$ cat config.mk
export PLATFORM = sky130hd
export DESIGN_NAME = radio_adapter_control
export DESIGN_NICKNAME = d
export VERILOG_FILES = /design/src/design/radio_adapter_pkg.sv /design/src/design/radio_adapter_control.sv
export VERILOG_INCLUDE_DIRS = /design/src /design/src/design
export SDC_FILE = /design/constraint.sdc
export NUM_CORES = 1
export LEC_CHECK = 0
export BUFFER_PORTS_ARGS = -buffer_cell sky130_fd_sc_hd__clkbuf_2
export CORE_MARGIN = 2
export CORE_UTILIZATION = 60
export DETAILED_ROUTE_END_ITERATION = 16
export PLACE_DENSITY = 0.73
export REMOVE_ABC_BUFFERS = 1
export SLEW_MARGIN = 20
export SYNTH_ARGS = -nofsm -noshare
export SYNTH_HDL_FRONTEND = slang
export SYNTH_SLANG_ARGS = --single-unit
$ cat constraint.sdc
create_clock -name clk -period 3.9 [get_ports clk]
set_clock_uncertainty 0.1 [all_clocks]
set_input_delay 0.195 -clock clk [delete_from_list [all_inputs] [get_ports clk]]
set_output_delay 0.195 -clock clk [all_outputs]
set_load 0.1 [all_outputs]
$ cat src/design/radio_adapter_regs.svh
// Register addresses, reset values, field positions and timing counts of the radio adapter control core.
`ifndef RADIO_ADAPTER_REGS_SVH
`define RADIO_ADAPTER_REGS_SVH
`define ADDR_ENABLE_PULSE_START 5'h08
`define ADDR_ENABLE_PULSE_WIDTH 5'h09
`define ADDR_SWITCH_START 5'h0A
`define ADDR_SLICER_START 5'h0B
`define ADDR_SECOND_PULSE_START 5'h0C
`define ADDR_STRENGTH_POSITION 5'h0D
`define ADDR_STATIC_LOW 5'h0E
`define ADDR_STATIC_MID 5'h0F
`define ADDR_STATIC_HIGH 5'h10
`define ADDR_CHANNEL 5'h12
`define ADDR_TRIM_ID 5'h13
`define ADDR_CLOCK_CONTROL 5'h16
`define ADDR_POWER_AMP 5'h18
`define ADDR_ENABLES 5'h19
`define ADDR_SHAPING_BIAS_START 5'h1A
`define ADDR_SHAPING_TABLE 5'h1C
`define ADDR_RX_OFFSET 5'h1E
`define ADDR_TX_OFFSET 5'h1F
`define RST_ENABLE_PULSE_START 8'h0C
`define RST_ENABLE_PULSE_WIDTH 8'hC8
`define RST_SWITCH_START 8'h64
`define RST_SLICER_START 8'h0A
`define RST_SECOND_PULSE_START 8'h02
`define RST_STRENGTH_POSITION 8'h64
`define RST_STATIC_LOW 8'h24
`define RST_STATIC_MID 8'h12
`define RST_STATIC_HIGH 8'h00
`define RST_CHANNEL 8'h00
`define RST_TRIM 8'h80
`define RST_CLOCK_CONTROL 8'h00
`define RST_POWER_AMP 8'h00
`define RST_ENABLES 8'h00
`define RST_SHAPING_BIAS_START 8'h64
`define RST_SHAPING_TABLE 8'h00
`define RST_RX_OFFSET 8'h61
`define RST_TX_OFFSET 8'h60
// Identification code; this value is arbitrary.
`define ID_DEFAULT 8'h5A
`define RDY_BIT 0
`define TRX_BIT 7
`define CHANNEL_MSB 6
`define DIVIDER_BASE 12'h900
`define IR_CAPTURE_PATTERN 5'h01
`define IR_RESET_ADDR 5'h13
`define HOST_RESET_TICKS 3'h4
`define CLK_PERIOD_NS 20
`define SBUS_START_NS 350
`define SBUS_START_CYCLES ((`SBUS_START_NS + `CLK_PERIOD_NS - 1) / `CLK_PERIOD_NS)
`define SBUS_LAST_BIT 6'h1F
`define SBUS_HALF_CYCLES 4
`define SYSCLK_HALF_CYCLES 2
`define LPO_HALF_CYCLES 7812
`endif

$ cat src/design/radio_adapter_pkg.sv
// Types shared by the radio adapter control core.
package radio_adapter_pkg;
    typedef enum logic [3:0] {
        TAP_RESET = 4'h0, TAP_IDLE = 4'h1, TAP_SEL_DR = 4'h3, TAP_CAP_DR = 4'h2,
        TAP_SHIFT_DR = 4'h6, TAP_EXIT1_DR = 4'h7, TAP_PAUSE_DR = 4'h5, TAP_EXIT2_DR = 4'h4,
        TAP_UPD_DR = 4'hC, TAP_SEL_IR = 4'hD, TAP_CAP_IR = 4'hF, TAP_SHIFT_IR = 4'hE,
        TAP_EXIT1_IR = 4'hA, TAP_PAUSE_IR = 4'hB, TAP_EXIT2_IR = 4'h9, TAP_UPD_IR = 4'h8
    } tap_state_t;
    typedef enum logic [1:0] {
        SB_IDLE = 2'b00, SB_WAIT = 2'b01, SB_SHIFT = 2'b11, SB_DONE = 2'b10
    } sbus_state_t;
    typedef struct packed {
        logic [31:0][7:0] regs;
        logic [1:0] tck_s;
        logic [1:0] tms_s;
        logic [1:0] tdi_s;
        logic [1:0] req_s;
        logic [1:0] synth_s;
        logic [1:0] hrst_s;
        logic tck_prev;
        logic synth_prev;
        tap_state_t tap;
        logic [4:0] ir;
        logic [4:0] ir_sh;
        logic [7:0] dr;
        logic tdo;
        logic trx;
        logic [7:0] div;
        sbus_state_t sb;
        logic [31:0] sh;
        logic [5:0] bitn;
        logic [4:0] wait_cnt;
        logic [2:0] ph;
        logic sclk;
        logic sdata;
        logic sstb;
        logic [1:0] sys_ph;
        logic sys_tog;
        logic sys_out;
        logic [2:0] hr_ticks;
        logic por_out;
        logic [12:0] lpo_cnt;
        logic lpo;
    } state_t;
endpackage

$ cat src/design/radio_adapter_control.sv
// Control core of the radio adapter: resets, clock gating, scan-port register bank and radio word sender.
`timescale 1ns/1ps
`include "radio_adapter_regs.svh"
module radio_adapter_control
    import radio_adapter_pkg::*;
#(
    parameter int LPO_HALF_CYCLES = `LPO_HALF_CYCLES,  // Low-power clock half period in clk cycles.
    parameter logic [7:0] ID_CODE = `ID_DEFAULT        // Identification code, arbitrary value.
) (
    input wire logic clk,                      // 50 MHz core clock.
    input wire logic rst_n,                    // Power-on reset from supply sense, active low.
    input wire logic host_reset_in,            // External host reset, active high, asynchronous pin.
    input wire logic clock_request_in,         // System clock request from the controller.
    input wire logic input_a,                  // Synthesiser-on from the controller.
    input wire logic tck,                      // Scan port clock.
    input wire logic tms,                      // Scan port mode select.
    input wire logic tdi,                      // Scan port data in.
    input wire logic [7:0] signal_strength_in, // Converted signal-strength result.
    output logic tdo,                          // Scan port data out.
    output logic system_clock_out,             // Gated system clock.
    output logic low_power_clock_out,          // Low-power clock.
    output logic system_reset_out,             // Reset toward the system, active high.
    output logic sbus_clk,                     // Radio serial clock.
    output logic sbus_data,                    // Radio serial data.
    output logic sbus_strobe,                  // Radio serial word strobe, high over the word.
    output logic [7:0] oscillator_trim,        // Oscillator trim value.
    output logic [7:0] power_amp_level         // Power amplifier level.
);
    localparam logic [4:0] SBUS_WAIT_LAST = 5'(`SBUS_START_CYCLES - 1);
    localparam logic [2:0] SBUS_HALF = 3'(`SBUS_HALF_CYCLES - 1);
    localparam logic [2:0] SBUS_FULL = 3'(2 * `SBUS_HALF_CYCLES - 1);
    localparam logic [1:0] SYS_HALF = 2'(`SYSCLK_HALF_CYCLES - 1);
    localparam logic [12:0] LPO_LAST = 13'(LPO_HALF_CYCLES - 1);

    // Builds the state taken at either reset.
    function automatic state_t reset_state();
        state_t s;
        s = '0;
        s.regs[`ADDR_ENABLE_PULSE_START] = `RST_ENABLE_PULSE_START;
        s.regs[`ADDR_ENABLE_PULSE_WIDTH] = `RST_ENABLE_PULSE_WIDTH;
        s.regs[`ADDR_SWITCH_START] = `RST_SWITCH_START;
        s.regs[`ADDR_SLICER_START] = `RST_SLICER_START;
        s.regs[`ADDR_SECOND_PULSE_START] = `RST_SECOND_PULSE_START;
        s.regs[`ADDR_STRENGTH_POSITION] = `RST_STRENGTH_POSITION;
        s.regs[`ADDR_STATIC_LOW] = `RST_STATIC_LOW;
        s.regs[`ADDR_STATIC_MID] = `RST_STATIC_MID;
        s.regs[`ADDR_STATIC_HIGH] = `RST_STATIC_HIGH;
        s.regs[`ADDR_CHANNEL] = `RST_CHANNEL;
        s.regs[`ADDR_TRIM_ID] = `RST_TRIM;
        s.regs[`ADDR_CLOCK_CONTROL] = `RST_CLOCK_CONTROL;
        s.regs[`ADDR_POWER_AMP] = `RST_POWER_AMP;
        s.regs[`ADDR_ENABLES] = `RST_ENABLES;
        s.regs[`ADDR_SHAPING_BIAS_START] = `RST_SHAPING_BIAS_START;
        s.regs[`ADDR_SHAPING_TABLE] = `RST_SHAPING_TABLE;
        s.regs[`ADDR_RX_OFFSET] = `RST_RX_OFFSET;
        s.regs[`ADDR_TX_OFFSET] = `RST_TX_OFFSET;
        s.tap = TAP_RESET;
        s.ir = `IR_RESET_ADDR;
        s.sb = SB_IDLE;
        return s;
    endfunction

    localparam state_t RESET_STATE = reset_state();

    // True for addresses that hold a writable register.
    function automatic logic is_writable(input logic [4:0] a);
        case (a)
            `ADDR_ENABLE_PULSE_START, `ADDR_ENABLE_PULSE_WIDTH, `ADDR_SWITCH_START, `ADDR_SLICER_START,
            `ADDR_SECOND_PULSE_START, `ADDR_STRENGTH_POSITION, `ADDR_STATIC_LOW, `ADDR_STATIC_MID,
            `ADDR_STATIC_HIGH, `ADDR_CHANNEL, `ADDR_TRIM_ID, `ADDR_CLOCK_CONTROL, `ADDR_POWER_AMP,
            `ADDR_ENABLES, `ADDR_SHAPING_BIAS_START, `ADDR_SHAPING_TABLE, `ADDR_RX_OFFSET,
            `ADDR_TX_OFFSET: is_writable = 1'b1;
            default: is_writable = 1'b0;
        endcase
    endfunction

    // Read value of an address; write-only registers read as zero.
    function automatic logic [7:0] read_value(input logic [31:0][7:0] r, input logic [4:0] a,
                                              input logic [7:0] signal_strength_result);
        case (a)
            `ADDR_CHANNEL: read_value = signal_strength_result;
            `ADDR_TRIM_ID: read_value = ID_CODE;
            `ADDR_RX_OFFSET, `ADDR_TX_OFFSET: read_value = 8'h00;
            default: read_value = is_writable(a) ? r[a] : 8'h00;
        endcase
    endfunction

    // Standard test access port state transitions.
    function automatic tap_state_t tap_next(input tap_state_t s, input logic m);
        case (s)
            TAP_RESET: tap_next = m ? TAP_RESET : TAP_IDLE;
            TAP_IDLE: tap_next = m ? TAP_SEL_DR : TAP_IDLE;
            TAP_SEL_DR: tap_next = m ? TAP_SEL_IR : TAP_CAP_DR;
            TAP_CAP_DR: tap_next = m ? TAP_EXIT1_DR : TAP_SHIFT_DR;
            TAP_SHIFT_DR: tap_next = m ? TAP_EXIT1_DR : TAP_SHIFT_DR;
            TAP_EXIT1_DR: tap_next = m ? TAP_UPD_DR : TAP_PAUSE_DR;
            TAP_PAUSE_DR: tap_next = m ? TAP_EXIT2_DR : TAP_PAUSE_DR;
            TAP_EXIT2_DR: tap_next = m ? TAP_UPD_DR : TAP_SHIFT_DR;
            TAP_UPD_DR: tap_next = m ? TAP_SEL_DR : TAP_IDLE;
            TAP_SEL_IR: tap_next = m ? TAP_RESET : TAP_CAP_IR;
            TAP_CAP_IR: tap_next = m ? TAP_EXIT1_IR : TAP_SHIFT_IR;
            TAP_SHIFT_IR: tap_next = m ? TAP_EXIT1_IR : TAP_SHIFT_IR;
            TAP_EXIT1_IR: tap_next = m ? TAP_UPD_IR : TAP_PAUSE_IR;
            TAP_PAUSE_IR: tap_next = m ? TAP_EXIT2_IR : TAP_PAUSE_IR;
            TAP_EXIT2_IR: tap_next = m ? TAP_UPD_IR : TAP_SHIFT_IR;
            TAP_UPD_IR: tap_next = m ? TAP_SEL_DR : TAP_IDLE;
            default: tap_next = TAP_RESET;
        endcase
    endfunction

    state_t q;
    state_t next_q;
    state_t keep;
    logic tck_rise;
    logic tck_fall;
    logic synth_rise;
    logic sys_tick;
    logic host_rst;
    logic rdy;
    logic [11:0] divider;
    logic [7:0] wdata;

    // Next-state logic; every scan, clock request, synthesiser and host reset input passes two flip-flops before use.
    always_comb begin
        next_q = q;
        keep = q;
        divider = 12'h000;
        wdata = 8'h00;
        next_q.tck_s = {q.tck_s[0], tck};
        next_q.tms_s = {q.tms_s[0], tms};
        next_q.tdi_s = {q.tdi_s[0], tdi};
        next_q.req_s = {q.req_s[0], clock_request_in};
        next_q.synth_s = {q.synth_s[0], input_a};
        next_q.hrst_s = {q.hrst_s[0], host_reset_in};
        next_q.tck_prev = q.tck_s[1];
        next_q.synth_prev = q.synth_s[1];
        tck_rise = q.tck_s[1] & ~q.tck_prev;
        tck_fall = ~q.tck_s[1] & q.tck_prev;
        synth_rise = q.synth_s[1] & ~q.synth_prev;
        host_rst = q.hrst_s[1];
        rdy = q.regs[`ADDR_CLOCK_CONTROL][`RDY_BIT];

        // The oscillator divider always runs; only the output copy is gated.
        sys_tick = (q.sys_ph == SYS_HALF);
        next_q.sys_ph = sys_tick ? 2'h0 : 2'(q.sys_ph + 2'h1);
        next_q.sys_tog = sys_tick ? ~q.sys_tog : q.sys_tog;
        next_q.sys_out = next_q.sys_tog & (~rdy | q.req_s[1]);

        // Reset output counts rising system clock edges while host reset is held.
        if (host_rst) begin
            if (sys_tick && !q.sys_tog && q.hr_ticks != `HOST_RESET_TICKS) begin
                next_q.hr_ticks = 3'(q.hr_ticks + 3'h1);
            end
            next_q.por_out = (next_q.hr_ticks == `HOST_RESET_TICKS);
            next_q.lpo_cnt = 13'h0000;
            next_q.lpo = 1'b0;
        end else begin
            next_q.hr_ticks = 3'h0;
            next_q.por_out = 1'b0;
            next_q.lpo_cnt = (q.lpo_cnt == LPO_LAST) ? 13'h0000 : 13'(q.lpo_cnt + 13'h0001);
            next_q.lpo = (q.lpo_cnt == LPO_LAST) ? ~q.lpo : q.lpo;
        end

        // Scan port: the selected address stays in the instruction register for data-only scans.
        if (tck_rise) begin
            next_q.tap = tap_next(q.tap, q.tms_s[1]);
            case (q.tap)
                TAP_RESET: next_q.ir = `IR_RESET_ADDR;
                TAP_CAP_IR: next_q.ir_sh = `IR_CAPTURE_PATTERN;
                TAP_SHIFT_IR: next_q.ir_sh = {q.tdi_s[1], q.ir_sh[4:1]};
                TAP_UPD_IR: next_q.ir = q.ir_sh;
                TAP_CAP_DR: next_q.dr = read_value(q.regs, q.ir, signal_strength_in);
                TAP_SHIFT_DR: next_q.dr = {q.tdi_s[1], q.dr[7:1]};
                TAP_UPD_DR: begin
                    wdata = q.dr;
                    if (is_writable(q.ir)) begin
                        next_q.regs[q.ir] = wdata;
                    end
                    if (q.ir == `ADDR_CHANNEL) begin
                        // Conversion happens at the write so the sender only latches finished values.
                        divider = `DIVIDER_BASE + {5'h00, wdata[`CHANNEL_MSB:0]} +
                                  {4'h0, (wdata[`TRX_BIT] ? q.regs[`ADDR_RX_OFFSET]
                                                         : q.regs[`ADDR_TX_OFFSET])};
                        next_q.trx = wdata[`TRX_BIT];
                        next_q.div = divider[7:0];
                    end
                end
                default: next_q.tap = next_q.tap;
            endcase
        end
        // Data out changes on the falling scan clock so the master samples it stably.
        if (tck_fall) begin
            if (q.tap == TAP_SHIFT_IR) begin
                next_q.tdo = q.ir_sh[0];
            end else if (q.tap == TAP_SHIFT_DR) begin
                next_q.tdo = q.dr[0];
            end
        end

        // Radio serial sender; a new synthesiser edge during a send is ignored.
        case (q.sb)
            SB_IDLE: begin
                if (synth_rise) begin
                    next_q.sb = SB_WAIT;
                    next_q.wait_cnt = 5'h00;
                    next_q.sh = {q.regs[`ADDR_STATIC_HIGH], q.regs[`ADDR_STATIC_MID],
                                 q.regs[`ADDR_STATIC_LOW][7:1], q.trx, q.div};
                end
            end
            SB_WAIT: begin
                next_q.wait_cnt = 5'(q.wait_cnt + 5'h01);
                if (q.wait_cnt == SBUS_WAIT_LAST) begin
                    next_q.sb = SB_SHIFT;
                    next_q.sstb = 1'b1;
                    next_q.sdata = q.sh[31];
                    next_q.ph = 3'h0;
                    next_q.bitn = 6'h00;
                end
            end
            SB_SHIFT: begin
                next_q.ph = 3'(q.ph + 3'h1);
                if (q.ph == SBUS_HALF) begin
                    next_q.sclk = 1'b1;
                end
                if (q.ph == SBUS_FULL) begin
                    next_q.sclk = 1'b0;
                    next_q.ph = 3'h0;
                    if (q.bitn == `SBUS_LAST_BIT) begin
                        next_q.sb = SB_DONE;
                        next_q.sstb = 1'b0;
                    end else begin
                        next_q.bitn = 6'(q.bitn + 6'h01);
                        next_q.sh = {q.sh[30:0], 1'b0};
                        next_q.sdata = q.sh[30];
                    end
                end
            end
            SB_DONE: begin
                next_q.sb = SB_IDLE;
                next_q.sdata = 1'b0;
            end
            default: next_q.sb = SB_IDLE;
        endcase

        // Host reset forces the power-on state but leaves synchronisers, the system clock pieces and the reset output count running.
        if (host_rst) begin
            keep = next_q;
            next_q = RESET_STATE;
            next_q.tck_s = keep.tck_s;
            next_q.tms_s = keep.tms_s;
            next_q.tdi_s = keep.tdi_s;
            next_q.req_s = keep.req_s;
            next_q.synth_s = keep.synth_s;
            next_q.hrst_s = keep.hrst_s;
            next_q.tck_prev = keep.tck_prev;
            next_q.synth_prev = keep.synth_prev;
            next_q.sys_ph = keep.sys_ph;
            next_q.sys_tog = keep.sys_tog;
            next_q.sys_out = keep.sys_tog;
            next_q.hr_ticks = keep.hr_ticks;
            next_q.por_out = keep.por_out;
        end
    end

    // State register; power-on reset loads the constant reset state.
    always_ff @(posedge clk or negedge rst_n) begin
        if (!rst_n) begin
            q <= RESET_STATE;
        end else begin
            q <= next_q;
        end
    end

    assign tdo = q.tdo;
    assign system_clock_out = q.sys_out;
    assign low_power_clock_out = q.lpo;
    assign system_reset_out = q.por_out;
    assign sbus_clk = q.sclk;
    assign sbus_data = q.sdata;
    assign sbus_strobe = q.sstb;
    assign oscillator_trim = q.regs[`ADDR_TRIM_ID];
    assign power_amp_level = q.regs[`ADDR_POWER_AMP];
endmodule

# == After elaboration in Yosys (flattened, before gate mapping) ==
# Memory sizes are Yosys's and may differ from the RTL's.
# Index checks and enable logic that the tools add are counted.
# totals
ff_bits,375
romBits,64
in_bits,16
output_inout_bits,23
wordCells,229
memories,2
# op_classes
add_sub_neg,8
order_cmp,2
n_eq_ne,35
muxes,68
bitwise,11
reduce_logical,41
# mem_list
memory,words,word_bits,read_ports,rd_ports_with_merged_regs,write_ports,line_no,source
(name not given),32,1,1,0,0,radio_adapter_control.sv:67,case (a)
(name not given),32,1,1,0,0,radio_adapter_control.sv:67,
# op_table
op,count
two-way mux 256 bit,3
two-way mux 375 bit,1
bitwise mux 256 bit,1
one-hot mux 32 bit (2 select lines),1
one-hot mux 4 bit (12 select lines),1
binary-select mux 8 bit (select 5 bit),1
demux 8 bit (select 5 bit),1
two-way mux 40 bit,1
two-way mux 38 bit,1
two-way mux 34 bit,1
"== test 4 bit, second input constant",8
two-way mux 8 bit,4
one-hot mux 5 bit (2 select lines),3
two-way mux 9 bit,3
"== test 5 bit, second input constant",5
one-hot mux 8 bit (3 select lines),1
nonzero test 3 bit,8
two-way mux 22 bit,1
AND reduction 4 bit,5
two-way mux 18 bit,1
"inequality test 3 bit, second input constant",6
two-way mux 1 bit,17
"== test 4 x 3 -> 1 bit, second input constant",4
two-way mux 4 bit,4
42 further kinds,83

# == Depth between registers and ports, before layout ==
# depth
word_depth,10
mapped_depth,9
depth_no_buf,8

# == Worst setup path after synthesis ==
# Ideal clock, no wire load.
# synth_timing
path_kind,register to register
start,reg q[90] (netlist name)
end,reg q[80] (netlist name)
t_arrival_ns,2.521
t_required_ns,3.701
setup_slack_ns,1.180
stages_incl_launch_ff,9
path_cell_list,dfrtp_1 -> clkbuf_1 -> mux2_2 -> ha_1 -> a21o_1 -> a211o_1 -> a2111oi_0 -> o21ai_0 -> a311oi_1
# synth_via
elab_chain_len,6
# synth_rtl
element,line_no,source
"start, declared",radio_adapter_control.sv:111,state_t q;
"start signal, assigned",radio_adapter_control.sv:270,q <= next_q;
two-way mux 8 bit,radio_adapter_control.sv:182,"{4'h0, (wdata[`TRX_BIT] ? q.regs[`ADDR_RX_OFFSET]"
adder 8 bit (no line),--,
two-way mux 9 bit,radio_adapter_control.sv:179,if (q.ir == `ADDR_CHANNEL) begin
two-way mux 9 bit,radio_adapter_control.sv:167,case (q.tap)
two-way mux 9 bit,radio_adapter_control.sv:165,if (tck_rise) begin
two-way mux 375 bit,radio_adapter_control.sv:246,if (host_rst) begin
# No other way between the ends. The select of a mux whose other input is x is not followed.
# A chain may end at the register's enable or synchronous reset.

# == Worst setup path in the final report ==
# layout_timing
start,reg q[96] (netlist name)
end,reg q[86] (netlist name)
# layout_via
elab_chain_len,9
# layout_rtl
element,line_no,source
memory (32 x 1 bit),--,
two-way mux 1 bit,radio_adapter_control.sv:80,case (a)
two-way mux 1 bit,radio_adapter_control.sv:167,
two-way mux 1 bit,radio_adapter_control.sv:165,
two-way mux 8 bit,radio_adapter_control.sv:84,default: read_value = is_writable(a) ? r[a] : 8'h00;
one-hot mux 8 bit (3 select lines) *,radio_adapter_control.sv:80,
one-hot mux 8 bit (2 select lines) *,radio_adapter_control.sv:167,
two-way mux 22 bit *,radio_adapter_control.sv:165,
two-way mux 375 bit *,radio_adapter_control.sv:246,
# Every way passes the cells marked *; elsewhere a longest branch is shown, timed or not. The select of a mux whose other input is x is not followed.

==> metrics <==
vias in the first global route=12810; Vert. Die Dim=177.1 um; site row count=63; run status=finished, final reports clean; number of cells after detailed placement=2026; setup repair after global routing missed its margin=false; clk slew on worst S/H paths=60 ps; endpoint with the worst hold slack=q[84]; cell at the root of the clock tree=sky130_fd_sc_hd__clkbuf_16; post-synthesis average cell area=10.51 um^2; Cells after Synth=1711; Max H-tree Level=2; Routed WL per cell=21.15 um; signed area change from the synthesized netlist to the final layout=9.268%; deepest clock path buffer count=3; post-synth top area share=48.01%; detailed router's first-iteration violation count=1400; Ant. Diodes=0; Setup Viol. Count Final=0; largest voltage drop on the vdd net=0.0003235 V; class of the worst hold path=input port to flip-flop; crit-path max FO=61; horizontal die dimension=177.1 um; number of cells on the worst reg-to-reg path=6; longest individual stage delay on the worst path=1240 ps; total placed instance area=18280 um^2; top-level port count=39; arrival time at the worst endpoint=3460 ps; Die ar.=31370 um^2; number of antenna violations at the first check in global routing=0; Routed Antenna Nets=0; number of buffers added on ports=38; setup slack on the worst flop-to-flop path=750 ps; GPL Wtd Cong=0.8849; final number of max-transition violations=0; series of cell instances along the critical path=buf_4 -> mux2_2 -> a22oi_1 -> nand4_1 -> o211ai_1 -> a21oi_1; number of buffers inserted to repair setup after CTS=0; fin nets=1719; cell leakage power=9.087 nW; total power consumption of the routed design=0.007927 W; yosys warns=0; overflow left after global routing=0; startpoint of the worst register-to-register path=q[96]; clock tree from TritonCTS=yes; origin of the worst min-delay path=signal_strength_in[1]; proportion of register bits with asynchronous set or reset after synthesis=100.0%; startpoint class of the critical path=flip-flop; first-pass iteration count of the detailed router=8; RR Endpoint=q[86]; library cell with the largest summed area after synthesis=sky130_fd_sc_hd__dfrtp_1; number of sinks on the clock net=375; summed instance area of the synthesized netlist=17980 um^2; Setup crit end kind=flip-flop; DRT Wirelength=44.52 mm; period utilization=80.69%; worst endpoint required time=4210 ps; number of distinct library cells after synthesis=75; main area contributors after synthesis=sky130_fd_sc_hd__dfrtp_1 48%, sky130_fd_sc_hd__mux2i_1 7.2%, sky130_fd_sc_hd__dfstp_2 4.4%, sky130_fd_sc_hd__nor2b_1 4.4%, sky130_fd_sc_hd__a21oi_1 3.8%; DRC violations left=0; cell with the biggest individual delay on the critical path=sky130_fd_sc_hd__dfstp_4; Post-Layout Inst Area=19650 um^2; Core Region=29560 um^2; critical setup path kind=flip-flop to flip-flop; cell types with the highest counts after synthesis=345 x sky130_fd_sc_hd__dfrtp_1, 152 x sky130_fd_sc_hd__nand2_1, 143 x sky130_fd_sc_hd__nor2_1; total number of vias=13150; post_cts resized=0; sequential cell area fraction in the yosys report=52.39%; max_cap viols=0; headroom to the max-slew limit=34.68%; HPWL reported at the end of detailed placement=28.09 mm; pin count of the biggest net entering global routing=166; Most used DFF post-synth=sky130_fd_sc_hd__dfrtp_1; all-layer global routing usage=28.97%; power per cell area=403.4 nW/um^2; initial core utilization=60.83%; Inserted Clock Buffers=40; final critical delay including setup and external delays=3147 ps; insertion delay to the later sink of the worst-skew pair=540 ps; total of flip-flops plus latches after synthesis=375; Achievable Freq=0.3178 GHz; Least-Margin Pin Slew=979.7 ps; Post-synth EDFFs=0; hold buffers post-CTS=7; hold depth=5; Final Hold Fails=0; first-pass GRT wire length=71.25 mm; most common cell in the netlist=sky130_fd_sc_hd__dfrtp_1; Cell Count, Final, Fillers Out=2105; routed via count divided by cell count=6.249; share of cells above drive strength 1=14.93%
==> area by class of cell <==
cell class              instances  area (um^2)
well taps                     390        488.0
clock buffers                  61         1231
repair buffers                 84        600.6
inverters                      18        67.56
flip-flops and latches        375         9429
fillers                      2284         9911
clock inverters                11        67.56
multi-input cells            1166         7765
==> worst max-delay path by stage <==
| stage | from | to | slack, ps | depth (start not counted) |
|---|---|---|---|---|
| floorplan | host_rst | sbus_data | -3910 | 5 |
| global placement | q[96] | q[86] | 790 | 6 |
| detailed placement | q[96] | q[86] | 780 | 6 |
| CTS | q[96] | q[86] | 750 | 6 |
| global route | q[96] | q[89] | 600 | 6 |
| finish | q[96] | q[86] | 750 | 6 |
==> kinds of logic (layout without fill, tap and decap cells) <==
logic type	count (synthesis)	after routing	share of synthesized area, %
AND/OR/NAND/NOR	634	634	17.99
flip-flops	375	375	52.39
AO/OA/AOI/OAI	305	305	10.62
multiplexers	190	190	12.25
buffers and inverters	170	174	4.530
XOR/XNOR	19	19	0.9254
adder cells (fa/ha/maj)	18	18	1.294
==> stage by stage <==
stage	setup slack (ps)	util (%)	TNS, ps	hold slack, ps
floorplan	-3910	-	-516020	-200.6
global placement	786.1	61.84	0	144.6
detailed placement	776.1	61.84	0	146.3
CTS	747.3	66.47	0	37.33
global route	600.3	66.47	0	69.41
finish	753.0	66.47	0	41.10
==> registers in the layout, indices dropped and copies added (netlist names) <==
signal and count:
oscillator_trim 8, sbus_strobe 1, system_clock_out 1, sbus_data 1, low_power_clock_out 1, power_amp_level 8
tdo 1, q 351, host_rst 1, sbus_clk 1, system_reset_out 1
==> cell usage in the layout (no fill, tap or decap), types with 13 or more instances in the layout <==
cell	synthesis	layout
sky130_fd_sc_hd__dfrtp_1	345	344
sky130_fd_sc_hd__nand2_1	152	152
sky130_fd_sc_hd__nor2_1	143	143
sky130_fd_sc_hd__a21oi_1	135	134
sky130_fd_sc_hd__mux2i_1	129	129
sky130_fd_sc_hd__nor2b_1	126	126
sky130_fd_sc_hd__nand3_1	111	111
sky130_fd_sc_hd__a22oi_1	66	66
sky130_fd_sc_hd__mux2_2	41	41
sky130_fd_sc_hd__clkbuf_16	0	41
sky130_fd_sc_hd__clkbuf_2	0	37
sky130_fd_sc_hd__buf_4	28	36
sky130_fd_sc_hd__dfstp_2	30	29
sky130_fd_sc_hd__o21ai_0	27	27
sky130_fd_sc_hd__mux4_2	20	20
sky130_fd_sc_hd__o22ai_1	19	19
sky130_fd_sc_hd__inv_1	18	17
sky130_fd_sc_hd__ha_1	17	17
sky130_fd_sc_hd__nand4_1	15	15
sky130_fd_sc_hd__a221oi_1	14	14
sky130_fd_sc_hd__clkbuf_8	0	13
==> routing by layer <==
metal  global-route usage [%]  share of wire (%)
met1                    40.93                 43
met2                    45.10                 47
met3                    5.971                7.3
met4                    9.435                3.2
met5                        0                  0
==> power breakdown <==
part	total (W)	switching (W)	internal, W
Sequential	0.00397	0.0000384	0.00393
Combinational	0.000243	0.000188	0.0000550
Clock	0.00371	0.00153	0.00218
Total	0.00793	0.00176	0.00617
==> worst max-delay path: cells and delay by family (launching register included) <==
family	cells	cell delay [ps]
AND/OR/NAND/NOR	1	190
buffers and inverters	1	540
multiplexers	1	390
AO/OA/AOI/OAI	3	540
flip-flops	1	1240
Power figures use the tool's default switching activity.
